$ cat src/verilog/gpio_port_pkg.sv
// shared constants, register map and pin-to-segment decoding for the port block
package gpio_port_pkg;

  localparam int PIN_COUNT = 8;
  localparam int DATA_W    = 32;
  localparam int ADDR_W    = 12;
  localparam int REG_W     = 8;

  localparam logic [ADDR_W-1:0] ADDR_PIN_STATE  = 12'h000;
  localparam logic [ADDR_W-1:0] ADDR_OUT_LATCH  = 12'h004;
  localparam logic [ADDR_W-1:0] ADDR_DIRECTION  = 12'h008;
  localparam logic [ADDR_W-1:0] ADDR_PORT_G     = 12'h00C;
  localparam logic [ADDR_W-1:0] ADDR_SEG_ENABLE = 12'h010;

  localparam logic [REG_W-1:0] RST_DIRECTION  = 8'hFF;
  localparam logic [REG_W-1:0] RST_OUT_LATCH  = 8'h00;
  localparam logic [REG_W-1:0] RST_SEG_ENABLE = 8'h00;
  localparam logic             RST_PULLUP     = 1'b0;
  localparam logic [REG_W-1:0] ZERO_BYTE      = 8'h00;
  localparam logic [DATA_W-1:0] ZERO_WORD     = 32'h0000_0000;

  localparam int SHARED_PULLUP_BIT = 5;
  localparam int LANE0             = 0;

  // segment-enable bit that owns each pin; pin 0 has none
  localparam logic [2:0] SEG_BIT_PIN1 = 3'h1;
  localparam logic [2:0] SEG_BIT_PIN2 = 3'h2;
  localparam logic [2:0] SEG_BIT_PIN3 = 3'h3;
  localparam logic [2:0] SEG_BIT_PIN4 = 3'h7;
  localparam logic [2:0] SEG_BIT_PIN5 = 3'h6;
  localparam logic [2:0] SEG_BIT_PIN6 = 3'h5;
  localparam logic [2:0] SEG_BIT_PIN7 = 3'h4;
  localparam logic [2:0] SEG_BIT_NONE = 3'h0;

  typedef enum logic [2:0] {
    SEL_PIN_STATE,
    SEL_OUT_LATCH,
    SEL_DIRECTION,
    SEL_PORT_G,
    SEL_SEG_ENABLE,
    SEL_NONE
  } reg_sel_t;

  function automatic reg_sel_t decodeAddr(input logic [ADDR_W-1:0] addr);
    case (addr)
      ADDR_PIN_STATE:  decodeAddr = SEL_PIN_STATE;
      ADDR_OUT_LATCH:  decodeAddr = SEL_OUT_LATCH;
      ADDR_DIRECTION:  decodeAddr = SEL_DIRECTION;
      ADDR_PORT_G:     decodeAddr = SEL_PORT_G;
      ADDR_SEG_ENABLE: decodeAddr = SEL_SEG_ENABLE;
      default:         decodeAddr = SEL_NONE;
    endcase
  endfunction

  function automatic logic [2:0] segBitForPin(input int pin);
    case (pin)
      1:       segBitForPin = SEG_BIT_PIN1;
      2:       segBitForPin = SEG_BIT_PIN2;
      3:       segBitForPin = SEG_BIT_PIN3;
      4:       segBitForPin = SEG_BIT_PIN4;
      5:       segBitForPin = SEG_BIT_PIN5;
      6:       segBitForPin = SEG_BIT_PIN6;
      7:       segBitForPin = SEG_BIT_PIN7;
      default: segBitForPin = SEG_BIT_NONE;
    endcase
  endfunction

  function automatic logic pinHasSegment(input int pin);
    pinHasSegment = (pin != 0);
  endfunction

endpackage

$ cat src/verilog/pin_mux.sv
// per-pin selection between segment drive, port output and input with pull-up
`timescale 1ns/1ps
module pin_mux (
  input  wire logic segEnable,
  input  wire logic segLevel,
  input  wire logic dirInput,
  input  wire logic latchBit,
  input  wire logic pullupShared,
  output logic      driveLevel,
  output logic      driveEnable,
  output logic      pullupOn,
  output logic      segmentActive
);

  always_comb begin
    segmentActive = segEnable;
    if (segEnable) begin
      // segment wins whatever the direction bit says
      driveLevel  = segLevel;
      driveEnable = 1'b1;
      pullupOn    = 1'b0;
    end else begin
      driveLevel  = latchBit;
      driveEnable = ~dirInput;
      pullupOn    = pullupShared & dirInput;
    end
  end

endmodule

$ cat src/verilog/gpio_port_j.sv
// eight-pin port with latch, direction, segment sharing and shared pull-ups on APB
//
// Implementation choices: the address map and the APB register port.
`timescale 1ns/1ps

// Notes on behaviour
// - the port has eight pins with a pin-state, an output-latch and a direction register.
// - direction 0 drives the pin from its latch bit, direction 1 makes it an input read back.
// - any reset makes every pin a digital input.
// - pins 1 to 7 share segment outputs enabled by segment-enable bits, pin 0 has none.
// - an enabled segment overrides the pin; pins 1-3 take segments 33-35, pins 4-7 take 39-36.
// - all pull-ups are switched together by bit 5 of the port G register.
// - a pin set as output has its pull-up off even while the shared enable is set.
// - any reset leaves all pull-ups disabled.
// - on variants without the port the shared pull-up bit reads as zero.
// - writing the pin-state register writes the output latch.
module gpio_port_j #(
  parameter bit PORT_PRESENT = 1'b1
) (
  input  wire logic                            clock,
  input  wire logic                            sys_rst,
  input  wire logic                            psel,
  input  wire logic                            penable,
  input  wire logic                            pwrite,
  input  wire logic [gpio_port_pkg::ADDR_W-1:0] paddr,
  input  wire logic [gpio_port_pkg::DATA_W-1:0] pwdata,
  input  wire logic [3:0]                      pstrb,
  output logic      [gpio_port_pkg::DATA_W-1:0] prdata,
  output logic                                 pready,
  output logic                                 pslverr,
  input  wire logic [gpio_port_pkg::REG_W-1:0]  pinIn,
  output logic      [gpio_port_pkg::REG_W-1:0]  pinOut,
  output logic      [gpio_port_pkg::REG_W-1:0]  pinOe,
  output logic      [gpio_port_pkg::REG_W-1:0]  pullupOn,
  input  wire logic [gpio_port_pkg::REG_W-1:0]  segmentDrive,
  output logic      [gpio_port_pkg::REG_W-1:0]  segmentActive
);
  import gpio_port_pkg::*;

  // software-visible register state
  logic [REG_W-1:0] latch_reg;
  logic [REG_W-1:0] latch_next;
  logic [REG_W-1:0] direction_reg;
  logic [REG_W-1:0] direction_next;
  logic [REG_W-1:0] segEnable_reg;
  logic [REG_W-1:0] segEnable_next;
  logic             pullupShared_reg;
  logic             pullupShared_next;

  // bus answer state
  logic [DATA_W-1:0] rdata_reg;
  logic [DATA_W-1:0] rdata_next;
  logic              ready_reg;
  logic              ready_next;
  logic              slverr_reg;
  logic              slverr_next;

  // registered pin outputs
  logic [REG_W-1:0] pinOut_reg;
  logic [REG_W-1:0] pinOut_next;
  logic [REG_W-1:0] pinOe_reg;
  logic [REG_W-1:0] pinOe_next;
  logic [REG_W-1:0] pullup_reg;
  logic [REG_W-1:0] pullup_next;
  logic [REG_W-1:0] segActive_reg;
  logic [REG_W-1:0] segActive_next;

  // bus decode
  reg_sel_t         sel;
  logic             setupPhase;
  logic             accessDone;
  logic             lateAccess;
  logic             writeDone;
  logic             laneZero;
  logic [REG_W-1:0] wrByte;
  logic             sharedBitView;
  logic [REG_W-1:0] portGView;
  logic [REG_W-1:0] readByte;

  assign sel        = decodeAddr(paddr);
  assign setupPhase = psel & ~penable;
  assign accessDone = psel & penable & ready_reg;
  assign lateAccess = psel & penable & ~ready_reg;
  assign laneZero   = pstrb[LANE0];
  assign writeDone  = accessDone & pwrite & laneZero;
  assign wrByte     = pwdata[REG_W-1:0];

  // shared pull-up bit only exists where the port is fitted
  assign sharedBitView = PORT_PRESENT ? pullupShared_reg : 1'b0;

  always_comb begin
    portGView                    = ZERO_BYTE;
    portGView[SHARED_PULLUP_BIT] = sharedBitView;
  end

  // write strobe of one register, true only at the completing access edge
  function automatic logic hitsReg(input reg_sel_t want, input reg_sel_t got, input logic done);
    hitsReg = done && (got == want);
  endfunction

  // output latch: the pin-state word and the latch word land in the same flops
  always_comb begin
    latch_next = latch_reg;
    if (hitsReg(SEL_PIN_STATE, sel, writeDone)) begin
      latch_next = wrByte;
    end else if (hitsReg(SEL_OUT_LATCH, sel, writeDone)) begin
      latch_next = wrByte;
    end
  end

  always_ff @(posedge clock or posedge sys_rst) begin
    if (sys_rst) begin
      latch_reg <= RST_OUT_LATCH;
    end else begin
      latch_reg <= latch_next;
    end
  end

  // direction: a set bit makes the pin an input
  always_comb begin
    direction_next = direction_reg;
    if (hitsReg(SEL_DIRECTION, sel, writeDone)) begin
      direction_next = wrByte;
    end
  end

  always_ff @(posedge clock or posedge sys_rst) begin
    if (sys_rst) begin
      direction_reg <= RST_DIRECTION;
    end else begin
      direction_reg <= direction_next;
    end
  end

  // segment enables; bit 0 is stored but owns no pin
  always_comb begin
    segEnable_next = segEnable_reg;
    if (hitsReg(SEL_SEG_ENABLE, sel, writeDone)) begin
      segEnable_next = wrByte;
    end
  end

  always_ff @(posedge clock or posedge sys_rst) begin
    if (sys_rst) begin
      segEnable_reg <= RST_SEG_ENABLE;
    end else begin
      segEnable_reg <= segEnable_next;
    end
  end

  // shared pull-up enable; without the port the bit stays cleared
  always_comb begin
    pullupShared_next = pullupShared_reg;
    if (PORT_PRESENT && hitsReg(SEL_PORT_G, sel, writeDone)) begin
      pullupShared_next = wrByte[SHARED_PULLUP_BIT];
    end
  end

  always_ff @(posedge clock or posedge sys_rst) begin
    if (sys_rst) begin
      pullupShared_reg <= RST_PULLUP;
    end else begin
      pullupShared_reg <= pullupShared_next;
    end
  end

  // read-back multiplexer
  always_comb begin
    case (sel)
      SEL_PIN_STATE:  readByte = pinIn;
      SEL_OUT_LATCH:  readByte = latch_reg;
      SEL_DIRECTION:  readByte = direction_reg;
      SEL_PORT_G:     readByte = portGView;
      SEL_SEG_ENABLE: readByte = segEnable_reg;
      default:        readByte = ZERO_BYTE;
    endcase
  end

  // handshake flag rises during setup, so every access completes on its first edge
  always_comb begin
    ready_next = 1'b0;
    if (setupPhase || lateAccess) begin
      ready_next = 1'b1;
    end
  end

  always_ff @(posedge clock or posedge sys_rst) begin
    if (sys_rst) begin
      ready_reg <= 1'b0;
    end else begin
      ready_reg <= ready_next;
    end
  end

  // error flag travels with the handshake flag and marks unmapped words
  always_comb begin
    slverr_next = 1'b0;
    if (setupPhase || lateAccess) begin
      slverr_next = (sel == SEL_NONE);
    end
  end

  always_ff @(posedge clock or posedge sys_rst) begin
    if (sys_rst) begin
      slverr_reg <= 1'b0;
    end else begin
      slverr_reg <= slverr_next;
    end
  end

  // read data is captured during setup and cleared once the access completes
  always_comb begin
    rdata_next = rdata_reg;
    if (setupPhase) begin
      rdata_next = ZERO_WORD;
      if (!pwrite) begin
        rdata_next[REG_W-1:0] = readByte;
      end
    end else if (accessDone) begin
      rdata_next = ZERO_WORD;
    end
  end

  always_ff @(posedge clock or posedge sys_rst) begin
    if (sys_rst) begin
      rdata_reg <= ZERO_WORD;
    end else begin
      rdata_reg <= rdata_next;
    end
  end

  assign prdata  = rdata_reg;
  assign pready  = ready_reg;
  assign pslverr = slverr_reg;

  // per-pin choice of segment, port drive and pull-up
  logic [REG_W-1:0] muxLevel;
  logic [REG_W-1:0] muxEnable;
  logic [REG_W-1:0] muxPullup;
  logic [REG_W-1:0] muxSegment;

  generate
    for (genvar i = 0; i < PIN_COUNT; i++) begin : g_pin
      logic segEn;
      logic segLvl;
      if (pinHasSegment(i)) begin : g_seg
        assign segEn  = segEnable_reg[segBitForPin(i)];
        assign segLvl = segmentDrive[segBitForPin(i)];
      end else begin : g_noseg
        assign segEn  = 1'b0;
        assign segLvl = 1'b0;
      end
      pin_mux u_pin_mux (
        .segEnable     (segEn),
        .segLevel      (segLvl),
        .dirInput      (direction_reg[i]),
        .latchBit      (latch_reg[i]),
        .pullupShared  (sharedBitView),
        .driveLevel    (muxLevel[i]),
        .driveEnable   (muxEnable[i]),
        .pullupOn      (muxPullup[i]),
        .segmentActive (muxSegment[i])
      );
    end
  endgenerate

  // pin drive: level and enable register together so they change on one edge
  always_comb begin
    pinOut_next = muxLevel;
    pinOe_next  = muxEnable;
  end

  always_ff @(posedge clock or posedge sys_rst) begin
    if (sys_rst) begin
      pinOut_reg <= ZERO_BYTE;
      pinOe_reg  <= ZERO_BYTE;
    end else begin
      pinOut_reg <= pinOut_next;
      pinOe_reg  <= pinOe_next;
    end
  end

  // pull-ups: off in reset, then follow the shared enable and the direction, and stay off on pins a segment owns
  always_comb begin
    pullup_next = muxPullup;
  end

  always_ff @(posedge clock or posedge sys_rst) begin
    if (sys_rst) begin
      pullup_reg <= ZERO_BYTE;
    end else begin
      pullup_reg <= pullup_next;
    end
  end

  // segment ownership as seen on the pins
  always_comb begin
    segActive_next = muxSegment;
  end

  always_ff @(posedge clock or posedge sys_rst) begin
    if (sys_rst) begin
      segActive_reg <= ZERO_BYTE;
    end else begin
      segActive_reg <= segActive_next;
    end
  end

  assign pinOut        = pinOut_reg;
  assign pinOe         = pinOe_reg;
  assign pullupOn      = pullup_reg;
  assign segmentActive = segActive_reg;

endmodule

$ cat config.mk
export PLATFORM = sky130hd
export DESIGN_NAME = gpio_port_j
export DESIGN_NICKNAME = d
export VERILOG_FILES = /design/src/verilog/gpio_port_pkg.sv /design/src/verilog/pin_mux.sv /design/src/verilog/gpio_port_j.sv
export SDC_FILE = /design/constraint.sdc
export NUM_CORES = 1
export LEC_CHECK = 0
export ABC_AREA = 1
export BUFFER_PORTS_ARGS = -buffer_cell sky130_fd_sc_hd__buf_4
export CAP_MARGIN = 10
export CORE_MARGIN = 5
export CORE_UTILIZATION = 51
export DETAILED_ROUTE_END_ITERATION = 8
export HOLD_SLACK_MARGIN = 0.12
export PLACE_DENSITY = 0.85
export SYNTH_ARGS = -nofsm -noshare
export SYNTH_HDL_FRONTEND = slang
export SYNTH_SLANG_ARGS = --single-unit
$ cat constraint.sdc
create_clock -name clock -period 5 [get_ports clock]
set_input_delay 0.25 -clock clock [delete_from_list [all_inputs] [get_ports clock]]
set_output_delay 0.25 -clock clock [all_outputs]
set_load 0.01 [all_outputs]
==> results.yml <==
status:
  status: "finished clean"
cts:
  cts_buffer_depth: 2
  cts_root_buf: "clkbuf_8"
  cts_buffers: 9
  clock_latency_ns: 0.34
  h-tree-depth: 3
  clk_pin_slew_ns: 0.07
  cts_sinks: 66
  post_cts.repair.setup_buffers: 0
  cts_tree: "done"
yosys:
  syn_avg_cell_area_um2: 9.30
  seq_area_frac_synth: 0.550
  synth_common_cells: "nand2_1 (101), dfrtp_1 (58), inv_1 (29), buf_4 (25), nor2_1 (23)"
  synth_edf_count: 0
  ys_ff_latch: 66
  synthesis.area_um2: 3020
  netlist_instances: 325
  async_reset_ff_frac: 1.00
  synth_flop_cell: "dfrtp_1"
  ys_warn_count: 0
  synthDistinctLibCells: 25
  synth_top_area_share: 0.480
  yosysMostFrequentCell: "nand2_1"
  yosys.area.top_type: "dfrtp_1"
  synth_area_leaders: "dfrtp_1 (48%), nand2_1 (13%), dfstp_2 (7.0%), buf_4 (6.2%), o21ai_2 (4.3%)"
detailed_routing:
  wl_per_cell_um: 13.6
  dr.first_iter.drc_count: 149
  ant_nets: 0
  drc: 0
  wl_mm: 6.77
  avgViaCountPerCell: 4.72
  drt-pass1-iter-count: 4
  via_count: 2356
critical_path:
  cp_max_fo: 16
  critPathCaptureType: "flip-flop"
  cp.arrival_ns: 2.03
  crit_slowest_cell: "dlygate4sd3_1"
  critPathLaunch: "penable"
  crit_type: "in -> reg"
  critPathTopFamily: "simple AND/OR/NAND/NOR gates"
  r2r_start: "pready"
  worstPathCellList: "dlygate4sd3_1, buf_4, nand3_1, nor2_4, nand4_2, nand2_1, o21ai_2"
  cp_slowest_stage_delay_ns: 0.53
  worstSetupStartpointType: "primary input"
  worst_ep_required_time_ns: 5.22
  timing.critical_path.buf_inv: 2
floorplanning:
  ios: 135
  rows: 28
  die_w_um: 87.0
  die_area_um2: 7560
  initial_core_util: 0.516
  die_h_um: 87.0
  core_area_um2: 5850
layout:
  drive_gt1_frac: 0.354
  final_nets: 488
  fin_util: 0.661
  area_growth_pct: 28.0
  antenna_cells: 0
power_and_ir_drop:
  ir_drop_uv: 175
  powerDensity_nw_per_um2: 282
  p_leak_nw: 2.04
global_routing:
  grt.overflow.total: 0
  track_usage: 0.189
  grt_first_pass_wirelength_mm: 10.7
  grt_max_degree: 67
  antenna_found_initial: 0
  grt_pass1_vias: 2303
placed_design:
  routabilityCongestion: 0.834
  port_buffers: 81
  dp_hpwl_mm: 4.82
sta:
  finalClockSkew_ns: 0.00604
  finalSetupViolations: 0
  finalCritPeriodShare: 0.362
  worst_pin_slew_ns: 0.779
  rsz0062_at_grt: "no"
  hold_viol_final: 0
  maxSlewHeadroom: 0.480
  fmax_mhz: 552
  drv_slew: 0
  setup-tns-final_ns: 0
  fin_crit_ns: 1.81
min_path:
  hold_class: "in -> async"
run:
  drv_cap: 0
==> repair_timing <==
| action | in CTS | in global routing |
|---|---|---|
| endpoints found under the setup margin | 0 | 0 |
| resized for setup | 0 | 0 |
| hold endpoints to repair | 5 | 0 |
| hold buffers | 5 | 0 |
==> path summary, 6_finish.rpt <==
path / cells after the start / slack [ns] / end
max: 7 / 3.19 / latch_reg[7]
min: 3 / 0.14 / pullupOn[1]
max reg2reg: 5 / 3.36 / latch_reg[7]
min reg2reg: 0 / 0.41 / pinOut[0]
max in group asynchronous: 3 / 4.35 / pinOut[5]
min in group clock: 2 / 0.14 / pinOut[3]
==> cell families (layout without fill, tap and decap cells) <==
logic type / after synthesis / in the layout / synth area share
AND/OR/NAND/NOR: 164 / 164 / 0.257
multiplexers: 2 / 2 / 0.00745
flip-flops: 66 / 66 / 0.550
buffers and inverters: 61 / 136 / 0.115
AO/OA/AOI/OAI: 31 / 31 / 0.0700
other: 1 / 25 / 0.00124
==> where the power goes <==
| part | internal (mW) | switching (mW) |
|---|---|---|
| clock network | 0.292 | 0.191 |
| registers | 0.536 | 0.000614 |
| logic | 0.0288 | 0.0426 |
| total | 0.857 | 0.234 |
==> layout by cell type, fill, tap and decap left out, types with 2 or more instances in the layout <==
cell type / netlist / final
o21ai_2: 15 / 15
clkinv_2: 1 / 3
mux2_2: 2 / 2
nand4_1: 5 / 5
inv_1: 29 / 28
nor2_1: 23 / 23
nor3_4: 3 / 3
nand3_1: 12 / 12
clkbuf_8: 0 / 10
o21ai_0: 3 / 3
conb_1: 1 / 25
nor2_2: 4 / 4
nor2_4: 4 / 4
dfrtp_1: 58 / 58
dfstp_2: 8 / 8
inv_2: 3 / 4
nand2_2: 5 / 5
buf_4: 25 / 82
or2_2: 2 / 2
a21oi_1: 2 / 2
nand2_4: 3 / 3
nand2_1: 101 / 101
o21ai_1: 11 / 11
bufinv_16: 0 / 2
dlygate4sd3_1: 0 / 5
==> routing by layer <==
metal / GRT usage / vias to the layer above / routed length (um)
met4: 0.0836 / 0 / 119
met1: 0.231 / 1113 / 2730
met5: 0 / - / 0
met2: 0.317 / 77 / 3480
li1: - / 1157 / -
met3: 0.0464 / 9 / 442
==> through the flow <==
step	cell area, um^2	std cells	total power, mW	setup WS (ns)	hold slack, ns
final	3870	499	1.09	3.19	0.141
after global routing	3870	499	1.14	3.09	0.126
after CTS	3870	499	1.10	3.21	0.130
after detailed placement	3600	478	0.614	3.32	0.387
after global placement	3600	478	0.613	3.35	0.387
after floorplan	3110	349	0.594	3.11	0.348
==> tightest hold or removal path: cells and delay by family <==
family	cells	cell delay (ns)
buffers and inverters	3	0.75
==> area by class of cell <==
| type | instances | area [um^2] |
|---|---|---|
| fillers | 466 | 1980 |
| repair buffers | 87 | 666 |
| clock buffers | 11 | 141 |
| flip-flops and latches | 66 | 1660 |
| multi-input cells | 222 | 1100 |
| clock inverters | 5 | 77.6 |
| well taps | 75 | 93.8 |
| inverters | 33 | 125 |
Note: power is estimated with default switching activity, not from simulation.
